===== src/common/xtd_pkg.sv =====
// Purpose: Shared constants for the tail instruction decoder.
// Assumes: One core clock at 40 MHz.
// Notes: Opcodes, clock counts, fault vectors and flag positions.
package xtd_pkg;
  localparam logic [7:0] OP_ESC = 8'h0F;
  localparam logic [7:0] OP_STD = 8'hFD;
  localparam logic [7:0] OP_STI = 8'hFB;
  localparam logic [7:0] OP_WAIT = 8'h9B;
  localparam logic [7:0] OP2_SVSEG = 8'h78;
  localparam logic [7:0] OP2_SAVE_LOCAL_TABLE_OP = 8'h7A;
  localparam logic [7:0] OP2_SVTSK = 8'h7C;
  localparam logic [7:0] OP2_GRP6 = 8'h00;
  localparam logic [7:0] OP2_FLUSH = 8'h09;
  localparam logic [7:0] OP2_MSRW = 8'h30;
  localparam logic [6:0] OP2_EXCHANGE_ADD_OP = 7'h60;
  localparam logic [2:0] REG_VRD = 3'h4;
  localparam logic [2:0] REG_VWR = 3'h5;
  localparam logic [2:0] REG_SUB = 3'h5;
  localparam logic [2:0] REG_XOR = 3'h6;
  localparam logic [2:0] REG_ZERO = 3'h0;
  localparam logic [7:0] CYC_STD = 8'h04;
  localparam logic [7:0] CYC_STI = 8'h06;
  localparam logic [7:0] CYC_ALU = 8'h01;
  localparam logic [7:0] CYC_SVSEG = 8'h14;
  localparam logic [7:0] CYC_SVTSK = 8'h15;
  localparam logic [7:0] CYC_VER = 8'h08;
  localparam logic [7:0] CYC_WAIT = 8'h01;
  localparam logic [7:0] CYC_FLUSH = 8'h17;
  localparam logic [7:0] CYC_MSRW = 8'h01;
  localparam logic [7:0] CYC_XCH = 8'h02;
  localparam logic [4:0] VEC_UD = 5'h06;
  localparam logic [4:0] VEC_SS = 5'h0C;
  localparam logic [4:0] VEC_GP = 5'h0D;
  localparam logic [31:0] REAL_LIMIT = 32'h0000FFFF;
  localparam int FL_CF = 0;
  localparam int FL_PF = 2;
  localparam int FL_AF = 4;
  localparam int FL_ZF = 6;
  localparam int FL_SF = 7;
  localparam int FL_IF = 9;
  localparam int FL_DF = 10;
  localparam int FL_OF = 11;
  localparam logic [11:0] FLAGS_RESET = 12'h002;
  typedef enum logic [5:0] {
    ST_IDLE = 6'h01,
    ST_EXEC = 6'h02,
    ST_WAITF = 6'h04,
    ST_FLUSH = 6'h08,
    ST_LOCKD = 6'h10,
    ST_DONE = 6'h20
  } xtd_state_t;
  typedef enum logic [3:0] {
    K_NONE = 4'h0, K_STD = 4'h1, K_STI = 4'h2, K_SUB = 4'h3,
    K_SAVE = 4'h4, K_TEST = 4'h5, K_VER = 4'h6, K_WAIT = 4'h7,
    K_FLUSH = 4'h8, K_MSRW = 4'h9, K_EXCHANGE_ADD_OP = 4'hA, K_SWAP_OP = 4'hB,
    K_XOR = 4'hC
  } xtd_kind_t;
endpackage


===== src/core/xtd_alu.sv =====
// Purpose: Result and flag computation for subtract, test, exclusive OR, add.
// Assumes: Operands sized by width parameter.
// Notes: Result and flags are registered.
`timescale 1ns/10ps
`default_nettype none
module xtd_alu
  import xtd_pkg::*;
#(
  parameter int W = 32
) (
  input wire logic mclk,
  input wire logic rstn,
  input wire logic [1:0] aluOp,
  input wire logic [W-1:0] opA,
  input wire logic [W-1:0] opB,
  output logic [W-1:0] result,
  output logic [11:0] flagsOut
);
  typedef struct packed {
    logic [W-1:0] res;
    logic [11:0] fl;
  } xtd_alu_state_t;
  xtd_alu_state_t s_reg;
  xtd_alu_state_t s_next;
  logic [W:0] wide;
  always_comb begin
    s_next = s_reg;
    wide = {1'b0, opA} - {1'b0, opB};
    s_next.fl = 12'h000;
    unique case (aluOp)
      2'h0: begin
        s_next.res = wide[W-1:0];
        s_next.fl[FL_CF] = wide[W];
        s_next.fl[FL_AF] = opA[4] ^ opB[4] ^ wide[4];
        s_next.fl[FL_OF] = (opA[W-1] ^ opB[W-1]) & (opA[W-1] ^ wide[W-1]);
      end
      2'h1: s_next.res = opA & opB;
      2'h2: s_next.res = opA ^ opB;
      2'h3: begin
        wide = {1'b0, opA} + {1'b0, opB};
        s_next.res = wide[W-1:0];
        s_next.fl[FL_CF] = wide[W];
        s_next.fl[FL_AF] = opA[4] ^ opB[4] ^ wide[4];
        s_next.fl[FL_OF] = ~(opA[W-1] ^ opB[W-1]) & (opA[W-1] ^ wide[W-1]);
      end
    endcase
    s_next.fl[FL_SF] = s_next.res[W-1];
    s_next.fl[FL_ZF] = (s_next.res == '0);
    s_next.fl[FL_PF] = ~(^s_next.res[7:0]);
  end
  always_ff @(posedge mclk or negedge rstn) begin
    if (!rstn) begin
      s_reg <= '0;
    end else begin
      s_reg <= s_next;
    end
  end
  assign result = s_reg.res;
  assign flagsOut = s_reg.fl;
endmodule
`default_nettype wire


===== src/core/xtd_cycle_timer.sv =====
// Purpose: Down counter that times instruction clock counts.
// Assumes: Load has priority over counting.
// Notes: Done pulses one cycle when the count expires.
`timescale 1ns/10ps
`default_nettype none
module xtd_cycle_timer
  import xtd_pkg::*;
#(
  parameter int CW = 8
) (
  input wire logic mclk,
  input wire logic rstn,
  input wire logic load,
  input wire logic [CW-1:0] count,
  input wire logic hold,
  output logic done
);
  typedef struct packed {
    logic [CW-1:0] cnt;
    logic run;
    logic dn;
  } xtd_tmr_state_t;
  xtd_tmr_state_t s_reg;
  xtd_tmr_state_t s_next;
  always_comb begin
    s_next = s_reg;
    s_next.dn = 1'b0;
    if (load) begin
      s_next.cnt = count;
      s_next.run = 1'b1;
    end else if (s_reg.run && !hold) begin
      if (s_reg.cnt <= CW'(1)) begin
        s_next.run = 1'b0;
        s_next.dn = 1'b1;
      end else begin
        s_next.cnt = s_reg.cnt - CW'(1);
      end
    end
  end
  always_ff @(posedge mclk or negedge rstn) begin
    if (!rstn) begin
      s_reg <= '0;
    end else begin
      s_reg <= s_next;
    end
  end
  assign done = s_reg.dn;
endmodule
`default_nettype wire


===== src/core/xtd_decoder.sv =====
// Purpose: Decode and sequence the tail group of integer instructions.
// Assumes: Operands, privilege and cache status supplied by neighbours.
// Notes: One instruction at a time; issue only while ready is high.
`timescale 1ns/10ps
`default_nettype none
// What this block does
// - Opcode FD sets direction flag only, 4 clocks.
// - Opcode FB sets interrupt enable only, 6 clocks.
// - Subtract forms update all six arithmetic flags, 1 clock.
// - Save segment and descriptor: 20 clocks, no flags, management checks.
// - Save local table and descriptor: 20 clocks, no flags, checks.
// - Save task register and descriptor: 21 clocks, no flags, checks.
// - Test clears overflow and carry, sets sign zero parity, 1 clock.
// - Verify read or write: protected only, result in zero, 8 clocks.
// - Wait stalls until floating unit not busy, 1 clock base.
// - Flush writes modified lines then invalidates, 23 clock base.
// - Opcode 0F 30 is a model register write, flags unchanged.
// - Exchange and add swaps, stores sum, six flags, 2 clocks.
// - Exchange swaps operands, no flags, 2 clocks.
// - Exclusive OR clears overflow, carry and adjust, sets sign zero parity, 1 clock.
// - Protected-only instruction in real mode raises vector 6.
// - Real mode beyond FFFFH raises 13, stack limit raises 12.
// - Implicitly locked memory exchange asserts bus lock regardless.
// - Bus lock held during descriptor table reads of verify.
// - Set interrupt with privilege above I/O level raises 13.
// - Verify privilege violation clears zero instead of faulting.
// - Save descriptor ops raise 6 unless management conditions hold.
// - Write-back flush time adds clocks for modified line writes.
module xtd_decoder
  import xtd_pkg::*;
#(
  parameter int W = 32
) (
  input wire logic mclk,
  input wire logic rstn,
  input wire logic instValid,
  input wire logic [7:0] opByte0,
  input wire logic [7:0] opByte1,
  input wire logic [7:0] modrmByte,
  input wire logic protMode,
  input wire logic [1:0] currentPrivilege,
  input wire logic [1:0] ioPrivilege,
  input wire logic memOperand,
  input wire logic stackOperand,
  input wire logic [31:0] opEndOffset,
  input wire logic [W-1:0] srcA,
  input wire logic [W-1:0] srcB,
  input wire logic [11:0] flagsIn,
  input wire logic fpuBusy,
  input wire logic sysMgmtEnable,
  input wire logic sysMgmtRegionNonzero,
  input wire logic sysMgmtAccessBit,
  input wire logic inSysMgmtHandler,
  input wire logic selectorOk,
  input wire logic writeBackMode,
  input wire logic flushLineBusy,
  input wire logic descAccess,
  output logic ready,
  output logic instDone,
  output logic [11:0] flagsOut,
  output logic [W-1:0] destOut,
  output logic [W-1:0] swapOut,
  output logic destWrite,
  output logic msrWrite,
  output logic busLock,
  output logic cacheFlush,
  output logic cacheInvalidate,
  output logic faultValid,
  output logic [4:0] faultVector
);
  typedef struct packed {
    xtd_state_t st;
    xtd_kind_t kind;
    logic memOp;
    logic [11:0] flags;
    logic [W-1:0] dest;
    logic [W-1:0] swap;
    logic [1:0] aluOp;
    logic rdy;
    logic dn;
    logic dwr;
    logic msr;
    logic lck;
    logic fls;
    logic inv;
    logic flt;
    logic [4:0] vec;
  } xtd_dec_state_t;
  xtd_dec_state_t s_reg;
  xtd_dec_state_t s_next;
  xtd_kind_t dk;
  logic [7:0] cycles;
  logic tmrLoad;
  logic tmrHold;
  logic tmrDone;
  logic [W-1:0] aluRes;
  logic [11:0] aluFl;
  logic [1:0] aluSel;
  logic saveOk;
  logic [2:0] rf;
  function automatic xtd_kind_t decode_kind(input logic [7:0] b0,
      input logic [7:0] b1, input logic [7:0] m);
    xtd_kind_t k;
    k = K_NONE;
    if (b0 == OP_STD) k = K_STD;
    else if (b0 == OP_STI) k = K_STI;
    else if (b0 == OP_WAIT) k = K_WAIT;
    else if (b0[7:2] == 6'h0A) k = K_SUB;
    else if (b0[7:1] == 7'h16) k = K_SUB;
    else if (b0[7:2] == 6'h0C) k = K_XOR;
    else if (b0[7:1] == 7'h1A) k = K_XOR;
    else if (b0[7:1] == 7'h42 || b0[7:1] == 7'h54) k = K_TEST;
    else if (b0[7:1] == 7'h7B && m[5:3] == REG_ZERO) k = K_TEST;
    else if (b0[7:1] == 7'h43 || b0[7:3] == 5'h12) k = K_SWAP_OP;
    else if (b0[7:2] == 6'h20 && m[5:3] == REG_SUB) k = K_SUB;
    else if (b0[7:2] == 6'h20 && m[5:3] == REG_XOR) k = K_XOR;
    else if (b0 == OP_ESC) begin
      if (b1 == OP2_SVSEG) k = K_SAVE;
      else if ((b1 == OP2_SAVE_LOCAL_TABLE_OP || b1 == OP2_SVTSK) &&
               m[5:3] == REG_ZERO) k = K_SAVE;
      else if (b1 == OP2_GRP6 &&
               (m[5:3] == REG_VRD || m[5:3] == REG_VWR)) k = K_VER;
      else if (b1 == OP2_FLUSH) k = K_FLUSH;
      else if (b1 == OP2_MSRW) k = K_MSRW;
      else if (b1[7:1] == OP2_EXCHANGE_ADD_OP) k = K_EXCHANGE_ADD_OP;
    end
    return k;
  endfunction
  assign dk = decode_kind(opByte0, opByte1, modrmByte);
  assign rf = modrmByte[5:3];
  assign saveOk = sysMgmtEnable && sysMgmtRegionNonzero &&
    currentPrivilege == 2'h0 && (sysMgmtAccessBit || inSysMgmtHandler);
  always_comb begin
    unique case (dk)
      K_STD: cycles = CYC_STD;
      K_STI: cycles = CYC_STI;
      K_SAVE: cycles = (opByte1 == OP2_SVTSK) ? CYC_SVTSK : CYC_SVSEG;
      K_VER: cycles = CYC_VER;
      K_WAIT: cycles = CYC_WAIT;
      K_FLUSH: cycles = CYC_FLUSH;
      K_MSRW: cycles = CYC_MSRW;
      K_EXCHANGE_ADD_OP, K_SWAP_OP: cycles = CYC_XCH;
      default: cycles = CYC_ALU;
    endcase
    unique case (dk)
      K_TEST: aluSel = 2'h1;
      K_XOR: aluSel = 2'h2;
      K_EXCHANGE_ADD_OP: aluSel = 2'h3;
      default: aluSel = 2'h0;
    endcase
  end
  assign tmrLoad = s_reg.st == ST_IDLE && s_next.st == ST_EXEC;
  assign tmrHold = 1'b0;
  xtd_cycle_timer #(.CW(8)) u_timer (
    .mclk(mclk),
    .rstn(rstn),
    .load(tmrLoad),
    .count(cycles),
    .hold(tmrHold),
    .done(tmrDone)
  );
  xtd_alu #(.W(W)) u_alu (
    .mclk(mclk),
    .rstn(rstn),
    .aluOp(s_reg.aluOp),
    .opA(srcA),
    .opB(srcB),
    .result(aluRes),
    .flagsOut(aluFl)
  );
  always_comb begin
    s_next = s_reg;
    s_next.dn = 1'b0;
    s_next.dwr = 1'b0;
    s_next.msr = 1'b0;
    s_next.flt = 1'b0;
    s_next.inv = 1'b0;
    unique case (s_reg.st)
      ST_IDLE: begin
        s_next.rdy = 1'b1;
        if (instValid && s_reg.rdy) begin
          s_next.rdy = 1'b0;
          s_next.kind = dk;
          s_next.memOp = memOperand;
          s_next.flags = flagsIn;
          s_next.aluOp = aluSel;
          s_next.st = ST_LOCKD;
          if (dk == K_NONE || (dk == K_VER && !protMode)) begin
            s_next.vec = VEC_UD;
          end else if (dk == K_SAVE && !saveOk) begin
            s_next.vec = VEC_UD;
          end else if (!protMode && memOperand &&
                       opEndOffset > REAL_LIMIT) begin
            s_next.vec = stackOperand ? VEC_SS : VEC_GP;
          end else if (dk == K_STI && protMode &&
                       currentPrivilege > ioPrivilege) begin
            s_next.vec = VEC_GP;
          end else begin
            s_next.st = ST_EXEC;
            if (dk == K_SWAP_OP && memOperand) s_next.lck = 1'b1;
          end
        end
      end
      ST_EXEC: begin
        if (s_reg.kind == K_VER) s_next.lck = descAccess;
        if (tmrDone) begin
          if (s_reg.kind == K_WAIT && fpuBusy) s_next.st = ST_WAITF;
          else if (s_reg.kind == K_FLUSH) begin
            s_next.fls = writeBackMode;
            s_next.st = ST_FLUSH;
          end else s_next.st = ST_DONE;
        end
      end
      ST_WAITF: if (!fpuBusy) s_next.st = ST_DONE;
      ST_FLUSH: begin
        if (!flushLineBusy || !writeBackMode) begin
          s_next.fls = 1'b0;
          s_next.inv = 1'b1;
          s_next.st = ST_DONE;
        end
      end
      ST_LOCKD: begin
        s_next.flt = 1'b1;
        s_next.st = ST_DONE;
      end
      ST_DONE: begin
        s_next.lck = 1'b0;
        s_next.st = ST_IDLE;
        s_next.rdy = 1'b1;
        if (!s_reg.flt) begin
          s_next.dn = 1'b1;
          unique case (s_reg.kind)
            K_STD: s_next.flags[FL_DF] = 1'b1;
            K_STI: s_next.flags[FL_IF] = 1'b1;
            K_SUB, K_EXCHANGE_ADD_OP: begin
              s_next.flags[FL_OF] = aluFl[FL_OF];
              s_next.flags[FL_SF] = aluFl[FL_SF];
              s_next.flags[FL_ZF] = aluFl[FL_ZF];
              s_next.flags[FL_AF] = aluFl[FL_AF];
              s_next.flags[FL_PF] = aluFl[FL_PF];
              s_next.flags[FL_CF] = aluFl[FL_CF];
              s_next.dest = aluRes;
              s_next.swap = srcA;
              s_next.dwr = 1'b1;
            end
            K_TEST, K_XOR: begin
              s_next.flags[FL_OF] = 1'b0;
              s_next.flags[FL_CF] = 1'b0;
              s_next.flags[FL_SF] = aluFl[FL_SF];
              s_next.flags[FL_ZF] = aluFl[FL_ZF];
              s_next.flags[FL_PF] = aluFl[FL_PF];
              s_next.flags[FL_AF] = 1'b0;
              s_next.dest = aluRes;
              s_next.dwr = (s_reg.kind == K_XOR);
            end
            K_VER: s_next.flags[FL_ZF] = selectorOk;
            K_SWAP_OP: begin
              s_next.dest = srcB;
              s_next.swap = srcA;
              s_next.dwr = 1'b1;
            end
            K_MSRW: s_next.msr = 1'b1;
            default: s_next.dwr = 1'b0;
          endcase
        end
      end
      default: s_next.st = ST_IDLE;
    endcase
  end
  always_ff @(posedge mclk or negedge rstn) begin
    if (!rstn) begin
      s_reg <= '0;
      s_reg.st <= ST_IDLE;
      s_reg.kind <= K_NONE;
      s_reg.flags <= FLAGS_RESET;
    end else begin
      s_reg <= s_next;
    end
  end
  assign ready = s_reg.rdy;
  assign instDone = s_reg.dn;
  assign flagsOut = s_reg.flags;
  assign destOut = s_reg.dest;
  assign swapOut = s_reg.swap;
  assign destWrite = s_reg.dwr;
  assign msrWrite = s_reg.msr;
  assign busLock = s_reg.lck;
  assign cacheFlush = s_reg.fls;
  assign cacheInvalidate = s_reg.inv;
  assign faultValid = s_reg.flt;
  assign faultVector = s_reg.vec;
endmodule
`default_nettype wire


===== config.mk =====
export PLATFORM = sky130hd
export DESIGN_NAME = xtd_decoder
export DESIGN_NICKNAME = d
export VERILOG_FILES = /design/src/common/xtd_pkg.sv /design/src/core/xtd_alu.sv /design/src/core/xtd_cycle_timer.sv /design/src/core/xtd_decoder.sv
export SDC_FILE = /design/constraint.sdc
export NUM_CORES = 1
export LEC_CHECK = 0
export ABC_CLOCK_PERIOD_IN_PS = 11500
export BUFFER_PORTS_ARGS = -buffer_cell sky130_fd_sc_hd__buf_2
export CORE_MARGIN = 4
export CORE_UTILIZATION = 50
export DETAILED_ROUTE_END_ITERATION = 8
export HOLD_SLACK_MARGIN = 0.03
export PLACE_DENSITY = 0.8
export SETUP_SLACK_MARGIN = 0.05
export SLEW_MARGIN = 15
export SYNTH_ARGS = -nofsm -noshare
export SYNTH_HDL_FRONTEND = slang
export SYNTH_SLANG_ARGS = --single-unit
export TNS_END_PERCENT = 10

===== constraint.sdc =====
create_clock -name mclk -period 11.5 [get_ports mclk]
set_input_delay 2.3 -clock mclk [delete_from_list [all_inputs] [get_ports mclk]]
set_output_delay 2.3 -clock mclk [all_outputs]
set_load 0.03 [all_outputs]

### Word level (Yosys, flattened, before mapping)

Index checks and enable logic that the tools add are counted.

| operators by class | value |
|---|---|
| order comparisons | 3 |
| reductions and logical operators | 59 |
| multiplexer cells | 88 |
| equal/unequal tests | 71 |
| bitwise logic cells | 13 |
| add/subtract/negate cells | 3 |

Operator list:

| kind | count |
|---|---|
| $pmux 32 s4 | 1 |
| $mux 4 | 19 |
| $mux 65 | 1 |
| $pmux 32 s2 | 1 |
| $mux 5 | 8 |
| $eq 4x4->1 const B | 9 |
| $eq 7x7->1 const B | 5 |
| $add 32x32->33 | 1 |
| $sub 32x32->33 | 1 |
| $and 32x32->32 | 1 |
| $gt 32x16->1 const B | 1 |
| $logic_not 32->1 | 1 |
| $mux 32 | 1 |
| $xor 32x32->32 | 1 |
| $mux 6 | 5 |
| $pmux 5 s6 | 1 |
| $pmux 6 s5 | 1 |
| $pmux 1 s2 | 13 |
| $eq 4x3->1 const B | 6 |
| $eq 8x7->1 const B | 3 |
| $eq 8x8->1 const B | 3 |
| $mux 1 | 23 |
| $mux 23 | 1 |
| $ne 2x2->1 const B | 11 |
| other kinds (52) | 119 |

| word-level totals | value |
|---|---|
| input port bits | 151 |
| word-level logic and storage cells | 263 |
| output and inout bits | 89 |
| flip-flop bits (word level) | 150 |

### Depth between registers and ports, before layout

Gate-level depths: netlist of run 1.

| logic depth | value |
|---|---|
| word-level depth | 33 |
| mapped depth | 19 |
| gate-level depth less buffers | 17 |

### Cells and area by module

Synthesis of run 1 repeated with hierarchy kept, for this count alone.

| unflattened totals | value |
|---|---|
| cells, all modules | 1,467 |
| area, all modules | 12,575.8 µm² |

By module, submodules not included:

| module | instances | seq. area each (µm²) | cells an instance | area each (µm²) |
|---|---|---|---|---|
| xtd_alu | 1 | 925.9 | 823 | 6,123.4 |
| xtd_decoder | 1 | 2,504.9 | 580 | 5,834.3 |
| xtd_cycle_timer | 1 | 250.2 | 64 | 618.1 |

### Worst setup path before layout of run 1

Ideal clock, no wire load.

| path | value |
|---|---|
| path type | input port to flip-flop |
| start | input srcA[0] |
| end | register u_alu.s_reg (netlist bit u_alu.flagsOut[6]) |
| path buffers | 0 |
| stages | 15 |
| setup slack | 6,309 ps |
| arrival | 5,123 ps |
| library setup time | 68 ps |
| required time | 11,432 ps |
| path through | inv_1 -> ha_1 -> inv_1 -> fa_1 -> a211oi_1 -> nor3_2 -> o211ai_2 -> a21oi_1 -> a31o_2 -> o41ai_1 -> a221oi_1 -> a211oi_1 -> a21oi_1 -> nor4_1 -> and4b_1 |

RTL lines:

| element | RTL line | RTL |
|---|---|---|
| start: declaration | xtd_decoder.sv:46 | `input wire logic [W-1:0] srcA,` |
| end signal: assignment | xtd_alu.sv:55 | `s_reg <= s_next;` |
| end: declaration | xtd_alu.sv:23 | `xtd_alu_state_t s_reg;` |

==> flow_summary.yaml, run 1 <==
synthesis:
  avgSynthCellArea_um2: 8.10
  synthXorXnorAreaFrac: 0.0146
  yosys.area_share.simple: 0.194
  syn-num-nets: 1713
  synth-async-reset-ratio: 1.00
  synthAdderAreaFrac: 0.0824
  ys_seq_elements: 147
  yosysTopAreaCellShare: 0.302
  synth.cell_area_mm2: 0.0120
  synth_compound_area_frac: 0.256
  synthMuxAreaShare: 0.0418
  yosysUniqueCellTypes: 97
  yosys.area.top_type: "dfrtp_1"
  syn-instance-count: 1484
  synth_edf_count: 0
  synth_flop_cell: "dfrtp_1"
  synthTopCellsByArea: "dfrtp_1 (30%), ha_1 (7.9%), a21oi_1 (5.9%)"
  ys_seq_area_frac: 0.306
  yosys_warnings: 0
  synth_top_family_by_area: "compound AO/OA/AOI/OAI gates"
clock_tree:
  clk_latency_ps: 440
  path_clk_slew_ps: 70
  root_buffer: "clkbuf_16"
  clock_tree.buffer_depth: 2
  holdBufCountCts: 0
  cts_setup_buffers: 0
  cts_tree: "built"
  cts_max_level: 4
  cts.sinks: 147
  cts_made_buffers: 17
  cts_resized: 0
sta:
  rsz0062_at_grt: "false"
  min_period_over_period: 0.512
  finClkSkew_ps: 10.4
  worstMarginPinSlew_ps: 1030
  max_slew_margin: 0.312
  setup_slack_ps: 5610
  max_freq_mhz: 170
  hold_viol_final: 0
  fin_tns_setup_ps: 0
  post-route-min-period_ps: 5890
  setup_viol: 0
  slew_violations: 0
placement:
  gp_congestion: 0.950
  hpwl_mm: 25.5
  place_ws_ps: 5280
  port_buffers: 217
floorplanning:
  die-area_mm2: 0.0266
  core-area_mm2: 0.0235
  rows: 56
  die_w_um: 163
  die_y_um: 163
  io-pin-count: 240
  start_util: 0.511
final_layout:
  n_antenna_cell: 0
  drive_gt1_frac: 0.208
  seq_area_mm2: 0.00368
  multi_input_area_mm2: 0.00712
  syn_to_final_growth_pct: 10.7
  nFillCells: 2123
  nNetsFinal: 1795
outcome:
  outcome: "finished, final reports clean"
grt:
  grt_overflow: 0
  antenna_found_initial: 1
  grt_max_degree: 90
  grt_pass1_wl_mm: 56.3
  track_usage: 0.258
  grt_pass1_vias: 11100
power_and_ir_drop:
  power.density_mw_per_mm2: 199
  power.leakage_nw: 6.17
  power.total_mw: 2.65
  switching_share: 0.435
  p_switching_mw: 1.16
  pwr-share-comb: 0.487
  pwr-share-seq: 0.277
  p_int_mw: 1.50
  clkPwrFrac: 0.236
  irDropWorstVdd_v: 0.000100
worst_setup_path:
  critPathKind: "input port to register"
  r2r_start: "s_reg[14]"
  crit_end: "u_alu.flagsOut[6]"
  crit_start: "srcA[0]"
  rr_endpoint: "u_alu.flagsOut[6]"
  r2r_slack_ps: 7200
  cp.arrival_ps: 6250
  critPathRequiredTime_ps: 11860
  cp_max_fo: 4
  worst-r2r-cell-count: 15
  startpoint_type: "input port"
  crit_path_end_kind: "register"
route:
  viasPerCell: 6.08
  dr.pass1.iters: 6
  wire_per_inst_um: 18.6
  drt_iter0_drc: 1198
  antenna_left: 0
  vias: 11500
  route.detailed.drc: 0
  drt-total-wl_mm: 35.3
flow_run:
  drv_cap: 0
hold_path:
  hold_class: "register to register"
## cell usage after synthesis (6+ instances only)
library cell	instances
a21o_1	22
a211oi_1	9
and3_1	6
nand4_1	14
a31oi_1	15
clkbuf_1	58
o41ai_1	6
o21ai_0	104
inv_1	84
nand3b_1	11
nor2b_1	17
nor3_1	24
xnor2_1	11
o211ai_1	15
o21a_1	10
a221oi_1	11
and2_1	9
o22ai_1	8
or3_1	7
dfrtp_1	145
o21bai_1	7
mux2i_1	12
ha_1	76
nand2_1	142
a22oi_1	6
a21oi_1	142
xor2_1	9
nor4_1	24
nor4b_1	7
a221o_1	11
nand3_1	24
buf_4	83
nor2_1	145
o31ai_1	8
a211o_1	8
buf_2	10
buf_1	7
nand2b_1	16
mux2_2	34
## layout make-up
| cell class | instances | area share |
|---|---|---|
| Clock inverter | 13 | 0.0148 |
| Multi-Input combinational cell | 1090 | 0.535 |
| Inverter | 87 | 0.0245 |
| Clock buffer | 19 | 0.0340 |
| Sequential cell | 147 | 0.277 |
| Tap cell | 319 | 0.0300 |
| Timing Repair Buffer | 223 | 0.0854 |
## power groups by stage
stage	clock, mW	combinational [mW]	sequential [mW]
finish	0.627	1.29	0.736
global route	0.651	1.41	0.750
CTS	0.628	1.27	0.734
detailed placement	0	1.26	0.743
global placement	0	1.25	0.737
floorplan	0	0.982	0.722
## stage by stage
stage	utilization	hold WS, ps	cells	instance area (um^2)
4_1_cts	0.565	463	1898	13300
3_3_place_gp	0.538	445	1866	12700
2_1_floorplan	-	436	1484	12000
3_5_place_dp	0.538	450	1866	12700
6_report	0.565	462	1898	13300
5_1_grt	0.565	494	1898	13300
## kinds of logic after synthesis
family / after synthesis
other cells: 1
simple gates: 481
flops: 147
fa+ha+maj: 78
xor+xnor: 20
mux: 46
compound gates: 464
buf+inv: 247
## per-layer routing
metal  track usage  wire length [um]
met2         0.445             16900
met5             0                13
met3        0.0419              2570
met4        0.0774               888
met1         0.333             15000
## critical path, cell delays in order
cell and delay (ps):
buf_2 100, inv_1 70, ha_1 180, inv_1 60, fa_1 430, a211oi_1 390, o21bai_1 150, a21oi_1 270
a21oi_1 110, o22a_1 220, nand2_1 130, ha_1 160, nand4_1 160, a211o_1 290, nor4_1 270, nand4bb_1 140
nor4_1 490, and4b_1 330
## cells in the final DEF (no fill, tap or decap), types with 12 or more instances in the layout
cell	n
nor3_1	24
nand2_1	142
a31oi_1	15
nor2_1	145
nand3_1	22
buf_2	216
dfrtp_1	145
nor4_1	24
mux2i_1	12
o21ai_0	104
mux2_2	34
inv_1	84
o211ai_1	15
nand4_1	14
a21o_1	22
nor2b_1	17
clkbuf_16	17
nand2b_1	16
a21oi_1	142
ha_1	74
## how the worst min path moves through the flow
| stage | depth (start not counted) | startpoint | endpoint | slack, ps |
|---|---|---|---|---|
| finish | 2 | flagsOut[1] | flagsOut[1] | 460 |
| global route | 1 | faultVector[2] | faultVector[2] | 490 |
| CTS | 2 | flagsOut[1] | flagsOut[1] | 460 |
| detailed placement | 1 | faultVector[2] | faultVector[2] | 450 |
| global placement | 1 | faultVector[2] | faultVector[2] | 440 |
| floorplan | 1 | faultVector[2] | faultVector[2] | 440 |
No activity file was read; power rests on OpenSTA's default activity.
==> run 2: changes to the inputs <==
ABC_CLOCK_PERIOD_IN_PS = 4800   (was 11500)
PLACE_DENSITY = 0.82   (was 0.8)
clock period = 4.8 ns   (was 11.5 ns; I/O delays follow)
==> flow_summary.yaml, run 2 (synthesis results as in run 1) <==
outcome:
  outcome: "finished, final reports clean"
floorplanning:
  core-area_mm2: 0.0235
  die-area_mm2: 0.0266
  io-pin-count: 240
  rows: 56
  start_util: 0.511
  die_y_um: 163
  die_w_um: 163
grt:
  grt_pass1_wl_mm: 56.7
  antenna_found_initial: 3
  grt_max_degree: 77
  grt_overflow: 0
  track_usage: 0.260
  grt_pass1_vias: 11300
sta:
  timing.hold.ws_ps: 473
  post-route-min-period_ps: 4290
  min_period_over_period: 0.893
  slew_violations: 0
  max_slew_margin: 0.342
  finClkSkew_ps: 14.2
  setup_slack_ps: 513
  fin_tns_setup_ps: 0
  worstMarginPinSlew_ps: 986
  hold_viol_final: 0
  max_freq_mhz: 233
  rsz0062_at_grt: "false"
  setup_viol: 0
placement:
  gp_congestion: 0.992
  hpwl_mm: 26.4
  place_ws_ps: 216
  port_buffers: 217
clock_tree:
  cts_resized: 0
  clock_tree.buffer_depth: 2
  cts_tree: "built"
  cts.sinks: 147
  root_buffer: "clkbuf_16"
  clk_latency_ps: 440
  holdBufCountCts: 0
  cts_max_level: 4
  cts_setup_buffers: 0
  path_clk_slew_ps: 70
  cts_made_buffers: 17
worst_setup_path:
  cp_max_fo: 5
  cp.arrival_ps: 4650
  critPathRequiredTime_ps: 5160
  r2r_slack_ps: 1240
  startpoint_type: "input port"
  critPathKind: "input port to register"
  r2r_start: "s_reg[14]"
  worst-r2r-cell-count: 11
  rr_endpoint: "u_alu.flagsOut[6]"
  crit_path_end_kind: "register"
route:
  antenna_left: 0
  drt_iter0_drc: 1181
  viasPerCell: 6.14
  route.detailed.drc: 0
  vias: 11700
  dr.pass1.iters: 6
  wire_per_inst_um: 18.7
  drt-total-wl_mm: 35.7
hold_path:
  min_to: "destOut[30]"
  hold_depth: 2
  hold_class: "register to register"
  hp-start: "destOut[30]"
final_layout:
  drive_gt1_frac: 0.214
  n_antenna_cell: 0
  final_cell_mix: "buf_2 (216), nor2_1 (145), dfrtp_1 (145), nand2_1 (142), a21oi_1 (142)"
  nFillCells: 2192
  nNetsFinal: 1809
  mostFrequentLayoutCell: "buf_2"
  syn_to_final_growth_pct: 11.1
power_and_ir_drop:
  power.total_mw: 6.26
  power.leakage_nw: 6.20
  irDropWorstVdd_v: 0.000273
  power.density_mw_per_mm2: 468
flow_run:
  drv_cap: 0
## run 2: cell types whose count changed in the layout (fill, tap and decap cells not counted), moves of 2 or more
cell,delta
bufinv_16,-4
inv_8,+3
clkbuf_8,-2
buf_12,+2
buf_4,+12
## run 2: layout make-up
type | count | area (um^2) | area share
tap | 319 | 399 | 0.0299
multi-input combinational | 1090 | 7120 | 0.533
clock inverter | 15 | 143 | 0.0107
timing repair buffer | 237 | 1270 | 0.0949
inverter | 87 | 327 | 0.0244
clock buffer | 17 | 425 | 0.0318
sequential | 147 | 3680 | 0.276
## run 2: critical path: stages
cell,delay (ps)
buf_2,110
inv_1,60
ha_1,170
inv_1,60
fa_1,420
a211oi_1,430
nor3_2,170
o211ai_2,260
a21oi_1,150
a31o_2,340
o41ai_1,300
a221oi_1,170
a211oi_1,270
a21oi_1,140
nor4_1,370
and4b_1,260
## run 2: worst max path at each step
stage,from,endpoint,depth (start not counted)
CTS,srcA[0],u_alu.flagsOut[6],16
global route,srcB[4],u_alu.flagsOut[6],14
floorplan,srcA[0],u_alu.flagsOut[6],15
detailed placement,srcA[0],u_alu.flagsOut[6],16
global placement,srcA[0],u_alu.flagsOut[6],16
finish,srcA[0],u_alu.flagsOut[6],16
## run 2: metrics by stage
stage | cell area [um^2] | cells | util
after floorplan | 12000 | 1484 | -
after global placement | 12800 | 1880 | 0.543
after detailed placement | 12800 | 1880 | 0.543
after CTS | 13400 | 1912 | 0.567
after global routing | 13400 | 1912 | 0.567
final | 13400 | 1912 | 0.567
## run 2: per-layer routing
layer  track usage  vias to the layer above  part of all wire  wire length [um]
li1              -                     5463                 -                 -
met2         0.438                      602              0.48             16900
met3        0.0505                      119             0.078              2790
met1         0.331                     5542              0.41             14600
met5             0                        -            0.0011                38
met4         0.100                        6             0.035              1250
## run 2: power breakdown
group / switching [mW] / internal [mW]
Sequential: 0.190 / 1.57
Combinational: 2.02 / 1.17
Clock: 0.618 / 0.685
Total: 2.83 / 3.42
==> run 3: changes to the inputs <==
CORE_UTILIZATION = 51   (was 50)
PLACE_DENSITY = 0.84   (was 0.82)
==> flow_summary.yaml, run 3 (synthesis results as in run 1) <==
final_layout:
  mostFrequentLayoutCell: "buf_2"
  drive_gt1_frac: 0.215
  syn_to_final_growth_pct: 11.4
  utilization: 0.585
  stdcell_area_mm2: 0.0134
  final_cells: 1911
  final_cell_mix: "buf_2 (216), nor2_1 (145), dfrtp_1 (145), nand2_1 (142), a21oi_1 (142)"
  nNetsFinal: 1813
sta:
  timing.hold.ws_ps: 473
  rsz0062_at_grt: "false"
  hold_viol_final: 0
  fin_tns_setup_ps: 0
  max_freq_mhz: 231
  worstMarginPinSlew_ps: 996
  slew_violations: 0
  setup_slack_ps: 469
  post-route-min-period_ps: 4330
  finClkSkew_ps: 12.2
  setup_viol: 0
  max_slew_margin: 0.328
  min_period_over_period: 0.902
clock_tree:
  path_clk_slew_ps: 60
  clock_tree.buffer_depth: 2
  clk_latency_ps: 440
  holdBufCountCts: 0
  cts_max_level: 4
  root_buffer: "clkbuf_16"
  cts_resized: 0
  cts_made_buffers: 17
  cts.sinks: 147
  cts_tree: "built"
  cts_setup_buffers: 0
grt:
  grt_pass1_wl_mm: 58.1
  track_usage: 0.271
  grt_pass1_vias: 11500
  antenna_found_initial: 0
  grt_max_degree: 76
  grt_overflow: 0
placement:
  port_buffers: 217
  gp_congestion: 0.953
  hpwl_mm: 26.9
  place_inst: 1878
  place_ws_ps: 148
  place_area_mm2: 0.0128
outcome:
  outcome: "finished, final reports clean"
floorplanning:
  die-area_mm2: 0.0261
  io-pin-count: 240
  start_util: 0.525
  core-area_mm2: 0.0229
  die_w_um: 162
  die_y_um: 162
  rows: 55
worst_setup_path:
  slowest_stage: "fa_1"
  cp_max_fo: 5
  crit_buf_inv: 3
  r2r_start: "s_reg[14]"
  path_cells: "buf_2, inv_1, ha_1, inv_1, fa_1, a211oi_1, nor3_2, o211ai_2, a21oi_1, a31o_2, o41ai_1, a221oi_1, a211oi_1, a21oi_1, nor4_1, and4b_1"
  startpoint_type: "input port"
  slowest_delay_ps: 430
  cp_top_family: "compound AO/OA/AOI/OAI gates"
  cp.arrival_ps: 4700
  crit_start: "srcA[0]"
  crit_path_end_kind: "register"
  critPathRequiredTime_ps: 5170
  critPathKind: "input port to register"
route:
  wire_per_inst_um: 19.0
  drt_iter0_drc: 1526
  vias: 11900
  drt-total-wl_mm: 36.3
  viasPerCell: 6.21
  antenna_left: 0
  dr.pass1.iters: 6
  route.detailed.drc: 0
power_and_ir_drop:
  power.leakage_nw: 6.23
  power.density_mw_per_mm2: 474
  power.total_mw: 6.35
  irDropWorstVdd_v: 0.000291
hold_path:
  hold_class: "register to register"
  hp-start: "destOut[6]"
flow_run:
  drv_cap: 0
-- run 3: layout make-up --
cell class / count / area (um^2)
fillers: 2040 / 9510
multi-input cells: 1090 / 7120
flip-flops and latches: 147 / 3680
repair buffers: 241 / 1270
clock buffers: 21 / 460
well taps: 313 / 392
inverters: 87 / 327
clock inverters: 11 / 151
diodes: 1 / 2.50
-- run 3: path summary, 6_finish.rpt --
kind / to / slack (ps) / cells after the start
worst min register to register: destOut[6] / 470 / 2
max in group asynchronous: s_reg[92] / 3230 / 2
min in group asynchronous: swapOut[31] / 570 / 1
worst min-delay path: destOut[6] / 470 / 2
worst max-delay path: u_alu.flagsOut[6] / 470 / 16
worst max register to register: u_alu.flagsOut[6] / 1120 / 13
-- run 3: worst reg2reg max path: stages, from the launching register on --
cell       delay [ps]
dfrtp_1           410
inv_1             120
ha_2              590
inv_2             400
o22ai_1           260
and2_1            130
or3_1             180
ha_1              170
nand4_1           150
a211o_1           290
nor4_1            290
nand4bb_1         130
nor4_1            280
and4b_1           220
-- run 3: where the power goes --
part           switching, mW  total (mW)  internal [mW]
sequential             0.195        1.77           1.57
clock                  0.566        1.41          0.849
combinational           2.01        3.17           1.16
-- run 3: routing by layer --
metal / wire, um / vias up / part of all wire / global-route usage
li1: - / 5485 / - / -
met1: 14500 / 5588 / 0.40 / 0.338
met2: 17300 / 687 / 0.48 / 0.467
met3: 3380 / 106 / 0.093 / 0.0559
met4: 1150 / 0 / 0.032 / 0.0958
met5: 0 / - / 0 / 0
